[config.mk]
export PLATFORM = sky130hd
export DESIGN_NAME = smf_fault_latch
export DESIGN_NICKNAME = d
export VERILOG_FILES = /design/src/rtl/smf_pkg.sv /design/src/rtl/smf_fault_latch.sv
export SDC_FILE = /design/constraint.sdc
export NUM_CORES = 2
export LEC_CHECK = 0
export BUFFER_PORTS_ARGS = -buffer_cell sky130_fd_sc_hd__buf_2
export CAP_MARGIN = 20
export CORE_MARGIN = 2
export CORE_UTILIZATION = 45
export DETAILED_ROUTE_END_ITERATION = 10
export SYNTH_ARGS = -nofsm -noshare
export SYNTH_HDL_FRONTEND = slang
export SYNTH_SLANG_ARGS = --single-unit
[constraint.sdc]
create_clock -name CORE_CLK_IN -period 14.2 [get_ports CORE_CLK_IN]
set_input_delay 2.13 -clock CORE_CLK_IN [delete_from_list [all_inputs] [get_ports CORE_CLK_IN]]
set_output_delay 2.13 -clock CORE_CLK_IN [all_outputs]
set_load 0.005 [all_outputs]
[src/rtl/smf_pkg.sv]
package smf_pkg;
   // Channel count of the largest variant
   localparam int         NUM_CH    = 18;
   localparam int         NUM_PAIR  = NUM_CH * (NUM_CH - 1) / 2;
   // Clock rate and documented trip windows
   localparam int         CLK_HZ    = 10_000_000;
   localparam int         CONF_MS   = 450;
   localparam int         RED_MS    = 1000;
   localparam int         CONF_CYC  = CONF_MS * (CLK_HZ / 1000);
   localparam int         RED_CYC   = RED_MS * (CLK_HZ / 1000);
   localparam int         CNT_W     = 24;
   // Synchroniser width: 4 sense groups plus 8 control levels
   localparam int         SYNC_W    = 4 * NUM_CH + 8;
   localparam logic [0:0] RST_VAL   = 1'h0;

   typedef enum logic [1:0] {
      SMF_VAR_3, SMF_VAR_6, SMF_VAR_12, SMF_VAR_18
   } smf_variant_t;

   // Field sense inputs, one bit per channel
   typedef struct packed {
      logic [NUM_CH-1:0] grn;
      logic [NUM_CH-1:0] yel;
      logic [NUM_CH-1:0] red;
      logic [NUM_CH-1:0] walk;
   } smf_sense_t;

   // Supervision levels
   typedef struct packed {
      logic man_rst;
      logic ext_rst;
      logic red_en;
      logic mon24_a;
      logic mon24_b;
      logic mon24_inh_n;
      logic ctrl_vmon_n;
      logic pwr_ok;
   } smf_ctrl_t;
endpackage : smf_pkg

[src/rtl/smf_fault_latch.sv]
`timescale 1ns/1ps
`default_nettype none
module smf_fault_latch #(
   parameter logic [23:0] CONF_CYC = 24'(smf_pkg::CONF_CYC),
   parameter logic [23:0] RED_CYC  = 24'(smf_pkg::RED_CYC)
) (
   input  wire logic                          CORE_CLK_IN,
   input  wire logic                          RST_IN,
   input  wire logic                          CE_IN,
   input  wire smf_pkg::smf_sense_t           SENSE_IN,
   input  wire smf_pkg::smf_ctrl_t            CTRL_IN,
   input  wire smf_pkg::smf_variant_t         VARIANT_IN,
   input  wire logic [smf_pkg::NUM_PAIR-1:0]  COMPAT_IN,
   output logic                               RELAY_FAULT_OUT,
   output logic                               CONF_IND_OUT,
   output logic                               RED_IND_OUT,
   output logic                               VOLT_IND_OUT,
   output logic [smf_pkg::NUM_CH-1:0]         CH_IND_OUT
);
   localparam int N = smf_pkg::NUM_CH;

   // Bit position of pair (i,j), i<j, in the programming vector
   function automatic int pair_idx(input int i, input int j);
      pair_idx = i * N - (i * (i + 1)) / 2 + (j - i - 1);
   endfunction : pair_idx

   // Number of channels present in a variant
   function automatic int var_ch(input smf_pkg::smf_variant_t v);
      case (v)
         smf_pkg::SMF_VAR_3:  var_ch = 3;
         smf_pkg::SMF_VAR_6:  var_ch = 6;
         smf_pkg::SMF_VAR_12: var_ch = 12;
         default:             var_ch = 18;
      endcase
   endfunction : var_ch

   ////////////////////////////////////////////////////////////////////////
   // Input synchronisers: a level counts once stages two and three agree
   logic [smf_pkg::SYNC_W-1:0] s1, s2, s3, filt;
   smf_pkg::smf_sense_t        sns;
   smf_pkg::smf_ctrl_t         ctl;

   always_ff @(posedge CORE_CLK_IN) begin
      if (RST_IN) begin
         s1   <= '0;
         s2   <= '0;
         s3   <= '0;
         filt <= '0;
      end else if (CE_IN) begin
         s1   <= {SENSE_IN, CTRL_IN};
         s2   <= s1;
         s3   <= s2;
         filt <= (s2 & s3) | (filt & (s2 | s3));
      end
   end

   assign sns = filt[smf_pkg::SYNC_W-1:8];
   assign ctl = filt[7:0];

   logic rst_any;
   logic volt_fault;
   assign rst_any = ctl.man_rst | ctl.ext_rst;
   // Internal supply loss counts as a voltage failure; inhibit is low-true
   assign volt_fault = !ctl.pwr_ok
                     | (ctl.mon24_inh_n & !(ctl.mon24_a & ctl.mon24_b))
                     | ctl.ctrl_vmon_n;

   ////////////////////////////////////////////////////////////////////////
   // Program capture: straps are static, so they are read once after reset
   logic                 loaded;
   smf_pkg::smf_variant_t var_q;
   logic [N-1:0]         compat [N];

   always_ff @(posedge CORE_CLK_IN) begin
      if (RST_IN) begin
         loaded <= smf_pkg::RST_VAL;
         var_q  <= smf_pkg::SMF_VAR_3;
         for (int i = 0; i < N; i++) begin
            compat[i] <= '0;
         end
      end else if (CE_IN && !loaded) begin
         loaded <= 1'h1;
         var_q  <= VARIANT_IN;
         for (int i = 0; i < N; i++) begin
            for (int j = 0; j < N; j++) begin
               if (VARIANT_IN == smf_pkg::SMF_VAR_3 || i == j) begin
                  compat[i][j] <= 1'h0;
               end else if (i < j) begin
                  compat[i][j] <= COMPAT_IN[pair_idx(i, j)];
               end else begin
                  compat[i][j] <= COMPAT_IN[pair_idx(j, i)];
               end
            end
         end
      end
   end

   ////////////////////////////////////////////////////////////////////////
   // Channel activity and conflict detection
   logic [N-1:0] in_rng;
   logic [N-1:0] act;
   logic [N-1:0] none_on;
   logic         conflict;

   always_comb begin
      conflict = 1'h0;
      for (int i = 0; i < N; i++) begin
         in_rng[i]  = loaded && (i < var_ch(var_q));
         act[i]     = in_rng[i] & (sns.grn[i] | sns.yel[i] | sns.walk[i]);
         none_on[i] = in_rng[i] & !(act[i] | sns.red[i]);
      end
      for (int i = 0; i < N; i++) begin
         for (int j = i + 1; j < N; j++) begin
            if (act[i] && act[j] && !compat[i][j]) begin
               conflict = 1'h1;
            end
         end
      end
   end

   ////////////////////////////////////////////////////////////////////////
   // Conflict timer and latch; held clear while any reset source is active
   logic [23:0] conf_cnt;
   logic        conf_trip;

   always_ff @(posedge CORE_CLK_IN) begin
      if (RST_IN) begin
         conf_cnt  <= '0;
         conf_trip <= 1'h0;
      end else if (CE_IN) begin
         if (rst_any) begin
            conf_cnt  <= '0;
            conf_trip <= 1'h0;
         end else if (!conflict) begin
            conf_cnt <= '0;
         end else if (conf_cnt == CONF_CYC - 24'h1) begin
            conf_trip <= 1'h1;
         end else begin
            conf_cnt <= conf_cnt + 24'h1;
         end
      end
   end

   ////////////////////////////////////////////////////////////////////////
   // Missing-red timers, one per channel, gated by the red enable
   logic [N-1:0] red_hit;
   logic         red_trip;

   genvar g;
   generate
      for (g = 0; g < N; g++) begin : g_red
         logic [23:0] cnt;
         assign red_hit[g] = (cnt == RED_CYC - 24'h1) & none_on[g];
         always_ff @(posedge CORE_CLK_IN) begin
            if (RST_IN) begin
               cnt <= '0;
            end else if (CE_IN) begin
               if (rst_any || !ctl.red_en || !none_on[g] || red_hit[g]) begin
                  cnt <= '0;
               end else begin
                  cnt <= cnt + 24'h1;
               end
            end
         end
      end
   endgenerate

   // Power loss leaves the trip in place; only a reset source clears it
   always_ff @(posedge CORE_CLK_IN) begin
      if (RST_IN) begin
         red_trip <= 1'h0;
      end else if (CE_IN) begin
         if (rst_any) begin
            red_trip <= 1'h0;
         end else if (ctl.red_en && |red_hit) begin
            red_trip <= 1'h1;
         end
      end
   end

   ////////////////////////////////////////////////////////////////////////
   // Channel indicators: live until the conflict trip, then frozen until supply loss or a reset source
   logic frozen;

   always_ff @(posedge CORE_CLK_IN) begin
      if (RST_IN) begin
         frozen     <= 1'h0;
         CH_IND_OUT <= '0;
      end else if (CE_IN) begin
         if (rst_any || !ctl.pwr_ok) begin
            frozen <= 1'h0;
         end else if (!conf_trip && conflict
                      && conf_cnt == CONF_CYC - 24'h1) begin
            frozen <= 1'h1; // only on the trip edge, not re-armed
         end
         if (!frozen) begin
            CH_IND_OUT <= act;
         end
      end
   end

   ////////////////////////////////////////////////////////////////////////
   // Relay drive and fault indicators, all from flip-flops
   always_ff @(posedge CORE_CLK_IN) begin
      if (RST_IN) begin
         RELAY_FAULT_OUT <= 1'h0;
         CONF_IND_OUT    <= 1'h0;
         RED_IND_OUT     <= 1'h0;
         VOLT_IND_OUT    <= 1'h0;
      end else if (CE_IN) begin
         RELAY_FAULT_OUT <= !rst_any
                          & (conf_trip | red_trip | volt_fault);
         CONF_IND_OUT    <= conf_trip;
         RED_IND_OUT     <= red_trip;
         VOLT_IND_OUT    <= volt_fault;
      end
   end
endmodule : smf_fault_latch
`default_nettype wire

-- Yosys cells after proc, flatten, opt, wreduce, memory -nomap -nowiden
Memories as Yosys holds them, arrays and structs flattened.
Index checks and enable logic that the tools add are counted.
Widths: inputs -> output; s select.
- output and inout bits: 22
- flip-flop bits (word level): 804
- memories kept: 1
- logic and storage cells: 2242
- bits in writable memories: 324
- bitwise operators: 751
- mux-type cells: 825
- $add $sub $neg: 19
- reduce and logical (&&, ||, !) cells: 573
- $lt $le $gt $ge: 18
- equal/unequal tests: 22
- memories (name ; depth ; bits a word ; rd ports ; clocked after memory_dff ; wr ports ; RTL line ; text):
    compat ; 18 ; 18 ; 17 ; 0 ; 18 ; smf_fault_latch.sv:72 ; logic [N-1:0] compat [N];
- operators with widths (operator ; number):
    $mux 1 ; 803
    $or 1x1->1 ; 689
    $mux 24 ; 21
    $add 24x1->24 const B ; 19
    $eq 24x24->1 const B ; 18
    $logic_and 1x1->1 ; 328
    $lt 5x32->1 const A ; 8
    $logic_not 1->1 ; 195
    $and 80x80->80 ; 2
    $or 80x80->80 ; 2
    $lt 4x32->1 const A ; 4
    $lt 3x32->1 const A ; 2
    $lt 6x32->1 const A ; 2
    $and 1x1->1 ; 57
    $logic_or 1x1->1 ; 38
    $lt 1x32->1 const A ; 1
    $lt 2x32->1 const A ; 1
    $eq 24x23->1 const B ; 1
    $reduce_or 18->1 ; 1
    $pmux 5 s3 ; 1
    $reduce_and 2->1 ; 4
    $reduce_bool 2->1 ; 4
    $logic_not 2->1 ; 2
    $ne 3x3->1 const B ; 1
    other kinds (4) ; 4

-- Logic depth before layout (Yosys ltp)
- depth after elaboration: 164
- depth in mapped cells: 15

-- Least setup slack after synthesis
Ideal clock, no wire load.
- kind: input-to-reg
- start: input port RST_IN
- end: memory compat[0][107] (netlist name) (enable)
- stages on the path: 3
- data arrival time: 5013 ps
- data required time: 12915 ps
- buffers on the path: 1
- setup slack: 7902 ps
- setup time: 1285 ps
- cell sequence: inv_1 -> buf_1 -> nand2_1
- RTL lines (element ; RTL line ; text):
    from (decl) ; smf_fault_latch.sv:8 ; input wire logic RST_IN,
    to (decl) ; smf_fault_latch.sv:72 ;

==> metrics.csv <==
metric;value;unit
synth.largest_area_cell;sky130_fd_sc_hd__dfxtp_1;
yosys_warnings;0;
timing.setup.tns;0;ns
setup_viol_count_final;0;
crit_family;buffers and inverters;
root_cell_of_the_clock_tree;sky130_fd_sc_hd__clkbuf_16;
finalWeightedCongestion;0.812;
timing.critical_path.from_type;primary input;
power_per_cell_area;124;nW/um^2
hpwl_after_detailed_placement;65800;um
numPlacedInstances;5616;
clock_tree_from_tritoncts;built;
drt_drc_violations_left;0;
result_of_the_run;completed;
period_share;35.7;%
cts_setup_buffers;0;
synth_async_sr_flop_share;0;%
worstSetupEndpointType;flop;
die-width;304;um
grt_pass1_vias;29000;
global_route.overflow_total;0;
drv_cap;0;
postSynth.topFlopCell;sky130_fd_sc_hd__dfxtp_1;
synth.cells.most_frequent;sky130_fd_sc_hd__nor2_1 (837), sky130_fd_sc_hd__dfxtp_1 (804), sky130_fd_sc_hd__nand2_1 (342);
layoutNonFillerInstCount;5801;
hold_buffers;0;
fin_crit;5.07;ns
clk_pin_slew_worst_paths;0.06;ns
crit_chain;buf_8 -> buf_4 -> buf_12 -> buf_4 -> mux2i_1 -> nor2_1;
fin_worst_hold_slack;0.453;ns
grt_max_degree;191;
initial_drt_markers;2200;
dpl-instance-area;42800;um^2
crit_slowest_cell;sky130_fd_sc_hd__buf_4;
final_area;46300;um^2
antenna_found_initial;6;
critical-path-top-cell-by-count;sky130_fd_sc_hd__buf_4;
avgViaCountPerCell;5.26;
worst_slew_margin_rel;17.2;%
detailedRoute.firstPassIterationCount;8;
netlist_instances;4347;
hold_violations;0;
detail_route.wl_per_cell;16.9;um
placement.io_buffers;259;
synth_nets;4609;
worst-setup-path-type;in -> reg;
cts_made_buffers;102;
total_leakage_power;17.6;nW
h-tree-depth;3;
ctsLongestPathBuffers;3;
synth_top_cells_by_area;sky130_fd_sc_hd__dfxtp_1 (40%), sky130_fd_sc_hd__edfxtp_1 (11%), sky130_fd_sc_hd__nor2_1 (7.8%), sky130_fd_sc_hd__mux2i_1 (6.0%), sky130_fd_sc_hd__xor2_1 (5.8%);
layout.nets;4817;
postSynthRegisterBits;957;
worst_path_largest_cell_delay;0.93;ns
synth_cell_types;70;
worst-slew-pin-transition;1.23;ns
synth-compound-area-share;7.36;%
totalPowerFinal;5.76;mW
floorplan.die_area;92200;um^2
crit_required;14.74;ns
detailroute.via_count;30500;
critical_path_arrival;5.62;ns
avgSynthCellArea;9.30;um^2
synthesis.area;40400;um^2
worstPathMaxFanout;170;
clock-sinks;957;
synthMostInstantiatedCell;sky130_fd_sc_hd__nor2_1;
final_layout_size_suffix_gt1_share;10.7;%
clock_insertion_delay_worst_skew;0.69;ns
cts_repair_resize_count;0;
muxShareOfSynthArea;6.05;%
synth_edf_count;153;
synth_xor_area_share;8.69;%
detailedPlace.worstSlack;8.48;ns
peakVddDrop;0.0918;mV
fp-row-count;109;
ant_nets;0;
starting_density;45.6;%
synth_simple_gate_area_share;23.8;%
worst-path-buf-inv;4;
synthAdderAreaFrac;0.743;%
final-max-slew-violation-count;0;
layout_setup_ws;9.13;ns
coreArea;88600;um^2
die_height;304;um
fin_skew;0.0487;ns
synth_sequential_area_ratio;51.2;%
globalRouteTotalUtil;20.8;%
min_path_type;reg -> reg;
grt_setup_unrepaired;no;
achievable-frequency;197;MHz
total_length_of_routed_wires;98100;um
area.growth.synth_to_final;14.5;%
grt_first_pass_wirelength;156000;um
main_combinational_cell_family_by_area_after_synthesis;simple AND/OR/NAND/NOR gates;
final_util;52.2;%
ios;260;
netlist.area_leader.share;39.8;%
==> logic make-up after synthesis <==
family	after synthesis
fa+ha+maj	24
simple gates	2030
xor+xnor	401
mux	244
buf+inv	222
compound gates	469
flops	957
==> cell type report <==
type                            count  area (um^2)
Sequential cell                   957        20700
Clock inverter                     33          425
Multi-Input combinational cell   3168        19000
Clock buffer                      149         2990
Antenna cell                        3         7.51
Fill cell                        8247        42400
Timing Repair Buffer              292         1590
Tap cell                         1165         1460
Inverter                           34          130
==> power breakdown <==
group	total [mW]	switching [mW]	internal, mW
logic	0.225	0.143	0.0825
clock network	2.68	1.11	1.57
registers	2.85	0.0340	2.82
total	5.76	1.29	4.47
==> flip-flops by register name, indices dropped and copies added (netlist names), 2 cells and up <==
register / cells
conf_cnt: 24
var_q: 2
compat: 153
g_red.cnt: 432
s2: 80
s3: 80
filt: 80
CH_IND_OUT: 18
s1: 80
==> layout by cell type, fill, tap and decap left out, drive strengths merged, types with 36 or more instances in the layout <==
master | Yosys | final
nor3 | 108 | 108
nor4 | 41 | 41
clkbuf | 141 | 149
inv | 34 | 36
and2 | 179 | 179
xnor2 | 132 | 132
o21ai | 121 | 121
nand4 | 137 | 137
nand3 | 176 | 176
nand2 | 342 | 342
xor2 | 269 | 269
nor2 | 837 | 837
dfxtp | 804 | 804
mux2i | 242 | 242
and3 | 65 | 65
edfxtp | 153 | 153
buf | 47 | 292
a21o | 88 | 88
a21oi | 143 | 143
==> routing by layer <==
layer  global-route usage [%]  wire, um
met3                     4.02      4970
met1                     28.6     46400
met4                     6.68      2650
met2                     32.9     44100
met5                        0        32
==> final timing paths <==
| check | from | to | slack (ns) | cells after the start |
|---|---|---|---|---|
| setup / recovery | CE_IN | s2[61]$_SDFFE_PP0P_ | 9.13 | 6 |
| hold / removal | s3[45]$_SDFFE_PP0P_ | filt[45]$_SDFFE_PP0P_ | 0.45 | 2 |
| setup reg to reg | var_q[1]$_SDFFE_PP0P_ | conf_cnt[5]$_SDFFE_PP0P_ | 9.40 | 11 |
| hold reg to reg | s3[45]$_SDFFE_PP0P_ | filt[45]$_SDFFE_PP0P_ | 0.45 | 2 |
==> worst reg2reg max path, stage by stage, from the launching register on <==
cell and delay (ns):
sky130_fd_sc_hd__dfxtp_1 0.36, sky130_fd_sc_hd__ha_1 0.47, sky130_fd_sc_hd__o21ai_4 0.42, sky130_fd_sc_hd__buf_4 0.52, sky130_fd_sc_hd__nor3_1 0.12, sky130_fd_sc_hd__nor4_1 0.55
sky130_fd_sc_hd__nor2_1 0.14, sky130_fd_sc_hd__nor4_1 0.58, sky130_fd_sc_hd__nand4_4 0.33, sky130_fd_sc_hd__o31ai_4 0.80, sky130_fd_sc_hd__nor2_1 0.08, sky130_fd_sc_hd__mux2_2 0.28
No activity file was read; power rests on OpenSTA's default activity.
